## src/core/tfw_cfg.svh

```systemverilog
// Constants for the transmit FIFO flag and scheduler guard block.
// Assumes one 250 MHz clock; included by bare name from core/.
`ifndef TFW_CFG_SVH
`define TFW_CFG_SVH
`define TFW_NCH 8
`define TFW_A_FLAGS 16'h800F
`define TFW_A_IRQEN 16'h804F
`define TFW_A_THR 16'h8060
`define TFW_A_CNT 16'h8080
`define TFW_A_MASK 16'h807E
`define TFW_A_CDN 16'h807F
`define TFW_OP_FAST 8'h3C
`define TFW_DEPTH 6'h20
`define TFW_RST_FLAG 1'h1
`define TFW_RST_IRQEN 8'h00
`define TFW_RST_THR 5'h00
`define TFW_RST_MASK 8'hFF
`define TFW_RST_CDN 8'h00
`define TFW_MASK_ALL 8'hFF
`define TFW_TICK_MS 20
`define TFW_CLK_KHZ 250000
`define TFW_TICK_CYC (`TFW_TICK_MS * `TFW_CLK_KHZ)
`endif

```

## src/core/tfw_pkg.sv

```systemverilog
// Types for the transmit FIFO flag and scheduler guard block.
// Assumes the register front end delivers decoded byte accesses.
package tfw_pkg;
	// Guard arming sequence, one-hot
	typedef enum logic [3:0] {
		GUARD_IDLE = 4'b0001,
		GUARD_PRIMED = 4'b0010,
		GUARD_LOADED = 4'b0100,
		GUARD_ARMED = 4'b1000
	} tfw_guard_e;
	// One register access from the serial front end
	typedef struct packed {
		logic wr;
		logic rd;
		logic [15:0] addr;
		logic [7:0] wdata;
	} tfw_reg_req_s;
	// Registered answer to a read
	typedef struct packed {
		logic ack;
		logic [7:0] data;
	} tfw_reg_rsp_s;
endpackage

```

## src/core/tfw_chan.sv

```systemverilog
// One transmit channel: message count, full refusal and level flag.
// Assumes push and pop strobes come from logic on the same clock.
`timescale 1ns/1ns
`include "tfw_cfg.svh"
module tfw_chan (
	// Clock and reset
	input wire logic clk_i,
	input wire logic resetn_i,
	input wire logic ce_i,
	// FIFO traffic
	input wire logic wr_i,
	input wire logic pop_i,
	output logic accept_o,
	// Setup
	input wire logic [4:0] thr_i,
	input wire logic en_i,
	// Status
	output logic [5:0] count_o,
	output logic flag_o,
	output logic rise_o
);
	logic [5:0] next_count;
	logic next_flag;
	wire full = (count_o == `TFW_DEPTH);
	wire pop_ok = pop_i && (count_o != 6'h00);

	// Full FIFO refuses the push, so the count never passes the depth
	assign accept_o = wr_i && !full && ce_i;
	assign next_count = count_o + {5'h00, accept_o} - {5'h00, pop_ok};
	// Compare against the new count so flag and count move together
	assign next_flag = (next_count <= {1'b0, thr_i});
	assign rise_o = ce_i && en_i && next_flag && !flag_o;

	// Count and flag registers
	always_ff @(posedge clk_i or negedge resetn_i) begin
		if (!resetn_i) begin
			count_o <= 6'h00;
			flag_o <= `TFW_RST_FLAG;
		end else if (ce_i) begin
			count_o <= next_count;
			flag_o <= next_flag;
		end
	end
endmodule

```

## src/core/tfw_top.sv

```systemverilog
// Transmit FIFO level flags, counts, level event and scheduler guard.
// Assumes a serial front end on clk_i hands over decoded byte accesses,
// and transmitters report pops and frame ends on the same clock.
`timescale 1ns/1ns
`include "tfw_cfg.svh"
module tfw_top import tfw_pkg::*; #(
	parameter int TICK_CYCLES = `TFW_TICK_CYC
) (
	// Clock and reset
	input wire logic clk_i,
	input wire logic resetn_i,
	input wire logic ce_i,
	input wire logic soft_reset_i,
	// Register access
	input wire tfw_reg_req_s reg_req_i,
	output tfw_reg_rsp_s reg_rsp_o,
	// Fast flag poll
	input wire logic fast_op_valid_i,
	input wire logic [7:0] fast_op_i,
	output logic fast_ack_o,
	output logic [7:0] fast_flags_o,
	// FIFO traffic
	input wire logic [7:0] host_wr_i,
	output logic [7:0] host_wr_accept_o,
	input wire logic [7:0] fifo_pop_i,
	// Schedulers
	input wire logic [7:0] frame_end_i,
	output logic [7:0] sched_stop_o,
	// Pending event and interrupt
	input wire logic pending_tx_level_event_en_i,
	input wire logic pend_clr_i,
	output logic pending_tx_level_event_o,
	output logic int_n_o,
	// Guard status
	output logic guard_armed_o,
	output logic guard_expired_o
);
	localparam int PW = $clog2(TICK_CYCLES + 1);

	logic [7:0][4:0] thr;
	logic [7:0][5:0] cnt;
	logic [7:0] flags;
	logic [7:0] rise;
	logic [7:0] irq_en;
	logic [7:0] guard_mask;
	logic [7:0] guard_countdown;
	logic [7:0] next_countdown;
	logic [7:0] next_stop;
	logic [7:0] rd_mux;
	logic [PW-1:0] presc;
	logic next_expired;
	logic next_pend;
	tfw_guard_e state;
	tfw_guard_e next_state;

	// Access decode
	wire [15:0] addr = reg_req_i.addr;
	wire [7:0] wdata = reg_req_i.wdata;
	wire [2:0] idx = addr[2:0];
	wire wr = reg_req_i.wr;
	wire hit_thr = (addr[15:3] == 13'(`TFW_A_THR >> 3));
	wire hit_cnt = (addr[15:3] == 13'(`TFW_A_CNT >> 3));
	wire wr_irqen = wr && (addr == `TFW_A_IRQEN);
	wire wr_thr = wr && hit_thr;
	wire wr_mask = wr && (addr == `TFW_A_MASK);
	wire wr_cdn = wr && (addr == `TFW_A_CDN);
	wire mask_all = (wdata == `TFW_MASK_ALL);
	wire resume = wr_cdn && (wdata != 8'h00);

	// Read selection; unmapped addresses read zero
	assign rd_mux = (addr == `TFW_A_FLAGS) ? flags :
		(addr == `TFW_A_IRQEN) ? irq_en :
		hit_thr ? {3'h0, thr[idx]} :
		hit_cnt ? {2'h0, cnt[idx]} :
		(addr == `TFW_A_MASK) ? guard_mask :
		(addr == `TFW_A_CDN) ? guard_countdown : 8'h00;

	// Per-channel count, refusal and flag
	for (genvar g = 0; g < `TFW_NCH; g++) begin : g_ch
		tfw_chan u_ch (
			.clk_i(clk_i),
			.resetn_i(resetn_i),
			.ce_i(ce_i),
			.wr_i(host_wr_i[g]),
			.pop_i(fifo_pop_i[g]),
			.accept_o(host_wr_accept_o[g]),
			.thr_i(thr[g]),
			.en_i(irq_en[g]),
			.count_o(cnt[g]),
			.flag_o(flags[g]),
			.rise_o(rise[g])
		);
	end

	// Setup registers; software reset returns them to defaults
	always_ff @(posedge clk_i or negedge resetn_i) begin
		if (!resetn_i) begin
			irq_en <= `TFW_RST_IRQEN;
			thr <= {`TFW_NCH{`TFW_RST_THR}};
			guard_mask <= `TFW_RST_MASK;
		end else if (ce_i) begin
			if (soft_reset_i) begin
				irq_en <= `TFW_RST_IRQEN;
				thr <= {`TFW_NCH{`TFW_RST_THR}};
				guard_mask <= `TFW_RST_MASK;
			end else begin
				if (wr_irqen) irq_en <= wdata;
				if (wr_thr) thr[idx] <= wdata[4:0];
				if (wr_mask) guard_mask <= wdata;
			end
		end
	end

	// Read answer and fast poll, both one cycle after the request
	always_ff @(posedge clk_i or negedge resetn_i) begin
		if (!resetn_i) begin
			reg_rsp_o <= '0;
			fast_ack_o <= 1'b0;
			fast_flags_o <= 8'h00;
		end else if (ce_i) begin
			reg_rsp_o.ack <= reg_req_i.rd;
			reg_rsp_o.data <= reg_req_i.rd ? rd_mux : 8'h00;
			fast_ack_o <= fast_op_valid_i && (fast_op_i == `TFW_OP_FAST);
			fast_flags_o <= flags;
		end
	end

	// Arming sequence; an armed guard stays armed until reset, but a mask write still changes guard_mask
	always_comb begin
		next_state = state;
		unique case (state)
			GUARD_IDLE: begin
				if (wr_mask && mask_all) next_state = GUARD_PRIMED;
			end
			GUARD_PRIMED: begin
				if (wr_cdn) next_state = GUARD_LOADED;
				else if (wr_mask && !mask_all) next_state = GUARD_IDLE;
			end
			GUARD_LOADED: begin
				if (wr_mask) next_state = mask_all ? GUARD_PRIMED : GUARD_ARMED;
			end
			GUARD_ARMED: begin
				next_state = GUARD_ARMED;
			end
		endcase
	end

	always_ff @(posedge clk_i or negedge resetn_i) begin
		if (!resetn_i) state <= GUARD_IDLE;
		else if (ce_i) state <= soft_reset_i ? GUARD_IDLE : next_state;
	end

	assign guard_armed_o = (state == GUARD_ARMED);

	// Tick prescaler restarts on each refresh so a refresh buys a full count
	wire tick = guard_armed_o && (presc == PW'(TICK_CYCLES - 1));
	always_ff @(posedge clk_i or negedge resetn_i) begin
		if (!resetn_i) presc <= '0;
		else if (ce_i) presc <= (!guard_armed_o || wr_cdn || tick) ? '0 : presc + PW'(1);
	end

	// Countdown: host load, otherwise one step per tick while armed
	assign next_countdown = wr_cdn ? wdata :
		(tick && guard_countdown != 8'h00) ? guard_countdown - 8'h01 : guard_countdown;
	always_ff @(posedge clk_i or negedge resetn_i) begin
		if (!resetn_i) guard_countdown <= `TFW_RST_CDN;
		else if (ce_i) guard_countdown <= soft_reset_i ? `TFW_RST_CDN : next_countdown;
	end

	// Expiry once an armed countdown sits at zero; a non-zero load lifts it
	assign next_expired = !resume &&
		(guard_expired_o || (guard_armed_o && guard_countdown == 8'h00 && !wr_cdn));
	// Supervised schedulers stop only at their own frame end
	assign next_stop = resume ? 8'h00 :
		sched_stop_o | ({8{guard_expired_o}} & frame_end_i & ~guard_mask);
	always_ff @(posedge clk_i or negedge resetn_i) begin
		if (!resetn_i) begin
			guard_expired_o <= 1'b0;
			sched_stop_o <= 8'h00;
		end else if (ce_i) begin
			guard_expired_o <= soft_reset_i ? 1'b0 : next_expired;
			sched_stop_o <= soft_reset_i ? 8'h00 : next_stop;
		end
	end

	// Pending level event: a new rising wins over a clear in the same cycle
	assign next_pend = (|rise) || (pending_tx_level_event_o && !pend_clr_i);
	always_ff @(posedge clk_i or negedge resetn_i) begin
		if (!resetn_i) begin
			pending_tx_level_event_o <= 1'b0;
			int_n_o <= 1'b1;
		end else if (ce_i) begin
			pending_tx_level_event_o <= next_pend;
			int_n_o <= !(pending_tx_level_event_o && pending_tx_level_event_en_i);
		end
	end
endmodule

```

## config.mk

```make
export PLATFORM = sky130hd
export DESIGN_NAME = tfw_top
export DESIGN_NICKNAME = d
export VERILOG_FILES = /design/src/core/tfw_pkg.sv /design/src/core/tfw_chan.sv /design/src/core/tfw_top.sv
export VERILOG_INCLUDE_DIRS = /design/src /design/src/core
export SDC_FILE = /design/constraint.sdc
export NUM_CORES = 1
export LEC_CHECK = 0
export ABC_AREA = 1
export BUFFER_PORTS_ARGS = -buffer_cell sky130_fd_sc_hd__buf_2
export CAP_MARGIN = 30
export CORE_MARGIN = 2
export CORE_UTILIZATION = 30
export CTS_CLUSTER_DIAMETER = 120
export DETAILED_ROUTE_END_ITERATION = 8
export SKIP_CTS_REPAIR_TIMING = 1
export SYNTH_ARGS = -nofsm -noshare
export SYNTH_HDL_FRONTEND = slang
export SYNTH_SLANG_ARGS = --single-unit
```

## constraint.sdc

```tcl
create_clock -name clk_i -period 3.15 [get_ports clk_i]
set_clock_uncertainty 0.1 [all_clocks]
set_input_delay 0.1575 -clock clk_i [delete_from_list [all_inputs] [get_ports clk_i]]
set_output_delay 0.1575 -clock clk_i [all_outputs]
set_load 0.02 [all_outputs]
```

==> run metrics, run 1 <==
largest family of logic cells by synthesized area=simple AND/OR/NAND/NOR gates; Tot Pwr=0.01485 W; Die Ht=208.8 um; Ant. Diodes=0; unrepaired setup endpoints after global routing=yes; WL/cell=15.79 um; Slew Viols, Final=0; Synth Flop Type=dfrtp_1; Least-Margin Pin Slew=0.8380 ns; CP startpoint kind=flop; mapped cell area=about 0.013 mm2; Mapped Avg Cell Area=7.298 um2; Crit. End Element=flop; post-DR vias/cell=4.884; clock slew seen by the registers of the worst setup and hold paths=0.07 ns; drt pass-1 iters=8; Crit Path Max Fanout=3; CTS tree=built; root buffer cell=clkbuf_16; top cells by area, synth=dfrtp_1 (31%), nand2_1 (15%), ha_1 (12%); Post-Syn Instances=roughly 1,700; PD cells=929.7 mW/mm2; Post-synth EDFFs=0; vias in the first global route=11,770; switching power=0.006487 W; Worst Hold Margin=-0.04201 ns; final setup vio count=2; Core Box Area=0.04167 mm2; TritonCTS Sinks=between 150 and 200; Remaining DRCs=0; Hold EP=sched_stop_o[5]; commonest cells in the netlist=nand2_1 (489), inv_1 (283), dfrtp_1 (158); reg2reg start=g_ch[2].u_ch.count_o[5]; Non-Filler Instances=2,509; part of the cycle the worst path needs=110.4%; Longest Clk Path Bufs=2; initial antenna violation count=0; area fraction in and, or, nand and nor cells after synthesis=27.16%; Synth Area in Compound Gates=11.42%; Final GP Congestion=0.9961; hold depth=3; Final WS setup=-0.3269 ns; share of the synthesized area in the top cell type=a little under a third; final wirelength=approximately 40,000 um; Synth Area in Adders=12.80%; kind of critical path=flop to flop; fin nets=2,146; Reg-to-Reg End=pending_tx_level_event_o; Ys Warns=0; FF/Latch Area=0.004427 mm2; max_cap viols=0; Setup TNS Final=-0.4092 ns; Tmin final=3.477 ns; I/O pin total=a little over 100; FMAX=287.6 MHz; clock latency on the worst-skew pair=0.45 ns; most frequent cell after synthesis=nand2_1; Logic pwr share=a little under two thirds; VDD IR-drop max=412.9 uV; outcome=complete, but fails checks; global-route wire length before repair=62,340 um; Worst R2R Path Depth=20; Core Rows=75; Post-Syn Nets=1,914; die area=around 0.044 mm2; P_leak=roughly 8 nW; total track usage=around 18%; Final HPWL DP=30,180 um; Worst R2R Setup Slack=-0.33 ns; ys async rst share=100.0%; Hold Path Class=input port to flop; die width=208.8 um; drt initial violations=982; total CTS buffers=17; Max-slew headroom=43.71%; register share of total power=between 20% and 30%; effective utilization at floorplan=30.21%; Area Growth Syn to Fin=26.90%; post-synthesis mux area share=0%; Netlist cell types=50; Switching Fraction=43.68%; Overflow after GRT=0; post-placement worst setup slack=-0.4640 ns; Via Count=12,250; Internal Dissipation=approximately 0.0084 W; CP required=~3.4 ns; Fin. Hold Viols=1; FILL cells=4,329; Buffers on Ports=102; XOR/XNOR share of the synthesized area=approximately 2.9%; placed cells=2,440; largest net degree at the start of global routing=a little over 90; Finished Core Util=38.34%; clock share of power=15.6%; layout cells sized above 1=22.54%; Final ANT Viol Nets=0; synthesized flop and latch total=about 180; failing checks=negative hold slack, negative setup slack; CTS HTree Levels=4; crit path DAT=roughly 3.7 ns; Synth area leader=dfrtp_1; sequential share of the synthesized area=35.17%; Hold Crit Start=frame_end_i[5]; Multi-input gate area=0.007337 mm2
## power by group through the flow
stage	Clock (W)	Combinational, W	Sequential, W
final	0.00232	0.00945	0.00309
after CTS	0.00235	0.00835	0.00304
after global placement	0	0.00803	0.00306
after floorplan	0	0.00530	0.00307
after detailed placement	0	0.00828	0.00308
after global routing	0.00243	0.0107	0.00315
## flip-flops by register name, indices dropped and copies added (netlist names)
signal / cells
irq_en: 8
int_n_o: 1
presc: 23
thr: 40
g_ch.u_ch.flag_o: 8
reg_rsp_o: 9
fast_flags_o: 8
state: 4
pending_tx_level_event_o: 1
guard_expired_o: 1
sched_stop_o: 8
g_ch.u_ch.count_o: 48
guard_mask: 8
guard_countdown: 8
fast_ack_o: 1
## layer usage
layer	GRT usage [%]	wire (um)	vias up
li1	-	-	6030
met1	23.45	17070	5758
met2	30.40	19260	407
met3	3.021	2233	58
met4	5.862	1040	0
met5	0	0	-
## placed cells by master, fill, tap and decap left out, types with 5 or more instances in the layout
cell             n
xor2_1          35
o21ai_0        117
o21ai_1         10
ha_4            28
fa_2             7
inv_6            5
nor3_1          17
nor2_1         115
o21ai_2          6
ha_1            82
a21oi_2         10
nand2_1        481
a22oi_1         11
nand4_1         52
buf_12           5
o22ai_1         26
nor4_1           5
a21oi_1         49
inv_1          234
nand3_2         10
dfstp_2         18
clkbuf_16       17
buf_4          133
nand2_2          9
buf_2          100
ha_2             6
nand3_1         79
o211ai_1         8
dlygate4sd3_1   18
dfrtp_1        158
a31oi_1         10
inv_2           52
## worst max-delay path by stage
stage | start | to | slack (ns) | cells after the start
2_1_floorplan | ce_i | pending_tx_level_event_o | 0.03 | 20
3_3_place_gp | g_ch[0].u_ch.count_o[4] | pending_tx_level_event_o | -0.31 | 20
3_5_place_dp | g_ch[2].u_ch.count_o[4] | pending_tx_level_event_o | -0.46 | 19
4_1_cts | g_ch[2].u_ch.count_o[2] | pending_tx_level_event_o | -0.46 | 19
5_1_grt | g_ch[2].u_ch.count_o[4] | pending_tx_level_event_o | -0.55 | 20
6_report | g_ch[2].u_ch.count_o[5] | pending_tx_level_event_o | -0.33 | 20
## critical path, stage by stage (launching register included)
cell and delay, ns:
dfrtp_1 0.43, inv_2 0.10, ha_4 0.12, nand4_1 0.09, nand2_1 0.09, inv_2 0.05, ha_4 0.26, inv_2 0.04
ha_4 0.15, fa_2 0.41, a21oi_2 0.14, nor2_1 0.05, nor2_1 0.14, xor2_1 0.27, ha_1 0.30, nand4_1 0.09
nand2_2 0.06, nand4_1 0.16, nand2_1 0.09, nor2_2 0.16, nand3_1 0.08
## stage by stage
step | area, um2 | hold WS (ns)
2_1_floorplan | 12600 | -0.2381
3_3_place_gp | 14510 | 0.2174
3_5_place_dp | 14510 | 0.2140
4_1_cts | 15140 | -0.2540
5_1_grt | 15970 | 0.004408
6_report | 15970 | -0.04201
## area by class of cell
type	count	share of cell area, %
inverter	292	6.924
multi-input combinational	1212	45.93
sequential	176	27.71
tap	539	4.222
timing repair buffer	258	11.29
clock inverter	12	1.057
clock buffer	20	2.859
## cells by family after synthesis
family	Yosys count
buffers and inverters	337
XOR/XNOR	41
AO/OA/AOI/OAI	256
adder cells (fa/ha/maj)	124
AND/OR/NAND/NOR	791
flip-flops	176
No activity file was read; power rests on OpenSTA's default activity.
==> run 2: changes to the inputs <==
- TNS_END_PERCENT: not set -> 20
==> run metrics, run 2 (synthesis gave the netlist of run 1 again) <==
most common cell after layout, fill and taps aside=nand2_1; Area Growth Syn to Fin=23.08%; critical-path cell list=inv_2, ha_4, nand4_1, nand2_1, inv_2, ha_4, inv_2, ha_4, fa_2, a21oi_2, nor2_1, nor2_1, xor2_1, ha_1, nand4_1, nand2_2, nand4_1, nand2_1, nor2_2, nand3_1; max_cap viols=0 (unchanged); P_leak=8.141 nW (-0.79%); Crit-path slowest cell=dfrtp_1; total track usage=18.01% (unchanged); global-route wire length before repair=62,340 um (unchanged); final setup vio count=3 (+1); most frequent cells in the layout=nand2_1 (486), inv_1 (273), dfrtp_1 (158), buf_4 (121), o21ai_0 (120); Final HPWL DP=30,180 um (unchanged); clock latency on the worst-skew pair=0.44 ns (about the same); Least-Margin Pin Slew=0.8359 ns (-0.002130 ns); vias in the first global route=11,770 (unchanged); FMAX=289.8 MHz (+0.78%); Non-Filler Instances=2,496 (-0.52%); PD cells=899.9 mW/mm2 (-3.2%); CP peak stage delay=0.43 ns (about the same); CP startpoint kind=flop; total CTS buffers=17 (unchanged); post-DR vias/cell=4.850 (-0.69%); die area=0.04362 mm2 (unchanged); die width=208.8 um (unchanged); met3 GRT Util=3.021% (unchanged); part of the cycle the worst path needs=109.5% (-0.85 points); Regs by FF count=g_ch.u_ch.count_o x48, thr x40, presc x23; WL/cell=15.55 um (-1.5%); largest net degree at the start of global routing=92 (unchanged); drt initial violations=928 (-5.5%); Crit. End Element=flop; I/O pin total=103 (unchanged); Hold Path Class=input port to flop; Final WS setup=-0.3002 ns (+0.02675 ns); effective utilization at floorplan=30.21% (unchanged); Fin. Hold Viols=1 (unchanged); failing checks=negative hold slack, negative setup slack; root buffer cell=clkbuf_16; Tmin final=3.450 ns (-0.02675 ns); most used routing layer=met2; final wirelength=38,820 um (-2.0%); Setup TNS Final=-0.4400 ns (-0.03073 ns); Core Rows=75 (unchanged); Buffers on Ports=102 (unchanged); number of flip-flops in the largest register=48 (unchanged); drt pass-1 iters=6 (-2); met1 GRT Util=23.45% (unchanged); Remaining DRCs=0 (unchanged); placed cells=2,440 (unchanged); Slew Viols, Final=0 (unchanged); crit path DAT=3.68 ns (-0.03 ns); Final GP Congestion=0.9961 (unchanged); outcome=complete, but fails checks; Biggest register=g_ch.u_ch.count_o; CTS tree=built; VDD IR-drop max=410.8 uV (-0.50%); kind of critical path=flop to flop; Overflow after GRT=0 (unchanged); CP required=3.38 ns (about the same); Core Box Area=0.04167 mm2 (unchanged); unrepaired setup endpoints after global routing=yes; Max-slew headroom=43.86% (+0.14 points); clock slew seen by the registers of the worst setup and hold paths=0.07 ns (about the same); Crit Path Max Fanout=3 (unchanged); initial antenna violation count=0 (unchanged); Longest Clk Path Bufs=2 (unchanged); Worst Hold Margin=-0.04056 ns (+0.001453 ns); TritonCTS Sinks=176 (unchanged); post-placement worst setup slack=-0.4640 ns (unchanged); Die Ht=208.8 um (unchanged); Via Count=12,110 (-1.2%); Final ANT Viol Nets=0 (unchanged); CTS HTree Levels=4 (unchanged); Finished Core Util=37.19% (-1.2 points); fin nets=2,133 (-0.61%); M2 GR Usage=30.40% (unchanged); Ant. Diodes=0 (unchanged); layout cells sized above 1=17.78% (-4.8 points)
run 2: changes by cell type in the layout (fill, tap and decap cells not counted), sizes merged:
cell  delta
buf     -13
run 2: routing by layer:
| layer | vias up | wire length (um) |
|---|---|---|
| met4 | 0 | 1107 |
| li1 | 5993 | - |
| met1 | 5660 | 16750 |
| met5 | - | 0 |
| met2 | 387 | 18720 |
| met3 | 65 | 2239 |
run 2: worst max-delay path, delay by kind of cell, from the launching register on:
kind	cells	cell delay, ns
buffers and inverters	3	0.19
AO/OA/AOI/OAI	1	0.14
flip-flops	1	0.43
XOR/XNOR	1	0.26
AND/OR/NAND/NOR	10	1.01
adder cells (fa/ha/maj)	5	1.22
run 2: report_power, final:
part / switching (W) / internal (W) / total [W]
clock: 0.000991 / 0.00131 / 0.00230
sequential: 0.000302 / 0.00275 / 0.00305
combinational: 0.00482 / 0.00377 / 0.00859
total: 0.00611 / 0.00783 / 0.0139
run 2: worst paths after layout:
check	endpoint	depth (start not counted)	startpoint	slack, ns
setup / recovery	pending_tx_level_event_o	20	g_ch[2].u_ch.count_o[5]	-0.30
hold / removal	sched_stop_o[5]	3	frame_end_i[5]	-0.04
max in group asynchronous	guard_mask[0]	3	resetn_i	1.86
setup reg to reg	pending_tx_level_event_o	20	g_ch[2].u_ch.count_o[5]	-0.30
min in group asynchronous	g_ch[0].u_ch.count_o[2]	2	resetn_i	0.28
hold reg to reg	fast_flags_o[1]	2	fast_flags_o[1]	0.37
run 2: per-stage QoR:
| stage | instance area, um2 | power (W) |
|---|---|---|
| 5_1_grt | 15490 | 0.01540 |
| 3_3_place_gp | 14510 | 0.01109 |
| 2_1_floorplan | 12600 | 0.008369 |
| 3_5_place_dp | 14510 | 0.01135 |
| 6_report | 15490 | 0.01394 |
| 4_1_cts | 15140 | 0.01374 |
run 2: layout make-up:
type	count	area, um2
timing repair buffer	245	1703
clock buffer	20	456.7
sequential	176	4427
multi-input combinational	1212	6960
tap	539	674.4
fill	4368	26170
inverter	292	1104
clock inverter	12	168.9
==> run 3: changes to the inputs <==
- CELL_PAD_IN_SITES_DETAIL_PLACEMENT: not set -> 0
- CELL_PAD_IN_SITES_GLOBAL_PLACEMENT: not set -> 1
- PLACE_DENSITY_LB_ADDON: not set -> 0.1
==> run metrics, run 3 (synthesis gave the netlist of run 1 again) <==
outcome=complete, but fails checks; failing checks=negative hold slack, negative setup slack; I/O pin total=103 (unchanged); P_leak=8.293 nW (+1.9%); placed cells=2,459 (+0.78%); Crit Path Max Fanout=2 (-1); Die Ht=208.8 um (unchanged); Tmin final=3.367 ns (-0.08338 ns); global-route wire length before repair=66,950 um (+7.4%); Area Growth Syn to Fin=26.78%; largest net degree at the start of global routing=65 (-29%); Max-slew headroom=55.03% (+11 points); Fin. Hold Viols=4 (+3); Final WS setup=-0.2168 ns (+0.08338 ns); die width=208.8 um (unchanged); Longest Clk Path Bufs=2 (unchanged); Overflow after GRT=0 (unchanged); PD cells=927.6 mW/mm2 (+3.1%); Ant. Diodes=0 (unchanged); total track usage=20.08% (+2.1 points); drt pass-1 iters=5 (-1); vias in the first global route=11,690 (-0.70%); VDD IR-drop max=359.9 uV (-12%); die area=0.04362 mm2 (unchanged); Core Box Area=0.04167 mm2 (unchanged); Remaining DRCs=0 (unchanged); final setup vio count=5 (+2); final wirelength=43,240 um (+11%); number of flip-flops in the largest register=48 (unchanged); fin nets=2,167 (+1.6%); CTS HTree Levels=4 (unchanged); initial antenna violation count=0 (unchanged); CP startpoint kind=flop; layout cells sized above 1=22.25% (+4.5 points); total CTS buffers=17 (unchanged); post-DR vias/cell=4.710 (-2.9%); Biggest register=g_ch.u_ch.count_o; Crit. End Element=flop; Final GP Congestion=0.8483 (-15%); Slew Viols, Final=0 (unchanged); Buffers on Ports=102 (unchanged); most frequent cells in the layout=nand2_1 (480), inv_1 (247), dfrtp_1 (158), buf_4 (156), o21ai_0 (118); clock slew seen by the registers of the worst setup and hold paths=0.07 ns (about the same); Worst Hold Margin=-0.03532 ns (+0.005237 ns); WL/cell=17.09 um (+9.9%); post-placement worst setup slack=-0.3815 ns (+0.08251 ns); CTS tree=built; clock latency on the worst-skew pair=0.46 ns (+0.02 ns); kind of critical path=flop to flop; root buffer cell=clkbuf_16; crit path DAT=3.62 ns (-0.06 ns); Regs by FF count=g_ch.u_ch.count_o x48, thr x40, presc x23; part of the cycle the worst path needs=106.9% (-2.6 points); Final HPWL DP=33,490 um (+11%); Non-Filler Instances=2,530 (+1.4%); max_cap viols=0 (unchanged); TritonCTS Sinks=176 (unchanged); Hold Path Class=input port to flop; CP required=3.40 ns (+0.02 ns); FMAX=297.0 MHz (+2.5%); Final ANT Viol Nets=0 (unchanged); Least-Margin Pin Slew=0.6694 ns (-0.1665 ns); drt initial violations=631 (-32%); Core Rows=75 (unchanged); Via Count=11,920 (-1.6%); most common cell after layout, fill and taps aside=nand2_1; effective utilization at floorplan=30.21% (unchanged); unrepaired setup endpoints after global routing=yes
==> run 3: worst paths after layout <==
path / from / to / slack [ns] / depth (start not counted)
min in group asynchronous: resetn_i / g_ch[0].u_ch.count_o[1] / 0.15 / 2
max in group asynchronous: resetn_i / state[0] / 1.94 / 3
hold reg to reg: fast_flags_o[2] / fast_flags_o[2] / 0.38 / 2
hold / removal: reg_req_i[3] / guard_countdown[3] / -0.04 / 5
setup / recovery: g_ch[2].u_ch.count_o[2] / pending_tx_level_event_o / -0.22 / 20
setup reg to reg: g_ch[2].u_ch.count_o[2] / pending_tx_level_event_o / -0.22 / 20
==> run 3: layer usage <==
layer	part of all wire [%]	wire (um)	vias up	track usage, %
met3	3.0	1290	38	2.390
met4	1.9	830	0	5.690
met1	46	19800	5624	26.46
met5	0	0	-	0
li1	-	-	6061	-
met2	49	21320	194	34.67
==> run 3: power breakdown <==
group	switching, W	internal, W	total [W]
sequential	0.000326	0.00275	0.00308
clock	0.00103	0.00119	0.00223
combinational	0.00516	0.00434	0.00950
total	0.00652	0.00828	0.0148
==> run 3: area by class of cell <==
type                            count  area (um2)
Clock buffer                       20       446.7
Clock inverter                     12       133.9
Fill cell                        4504       25710
Inverter                          292        1104
Multi-Input combinational cell   1212        7228
Sequential cell                   176        4427
Tap cell                          539       674.4
Timing Repair Buffer              279        1946
==> run 3: through the flow <==
step	TNS (ns)	power, W	instance area, um2	utilization (%)
2_1_floorplan	0	0.008369	12600	-
3_3_place_gp	-0.9534	0.01170	14640	35.14
3_5_place_dp	-1.204	0.01174	14640	35.14
4_1_cts	-1.461	0.01406	15220	36.53
5_1_grt	-1.988	0.01634	15960	38.30
6_report	-0.4183	0.01480	15960	38.30
==> run 3: critical path, cell delays in order, from the launching register on <==
cell	delay [ns]
dfrtp_1	0.38
inv_1	0.11
ha_4	0.14
nand4_1	0.09
nand2_1	0.09
inv_2	0.05
ha_4	0.25
inv_2	0.04
ha_4	0.15
fa_2	0.39
a21oi_2	0.14
nor2_1	0.05
nor2_1	0.12
xor2_1	0.26
ha_1	0.30
nand4_1	0.08
nand2_1	0.08
nand4_1	0.12
nand2_4	0.09
nor2_4	0.15
nand3_2	0.08
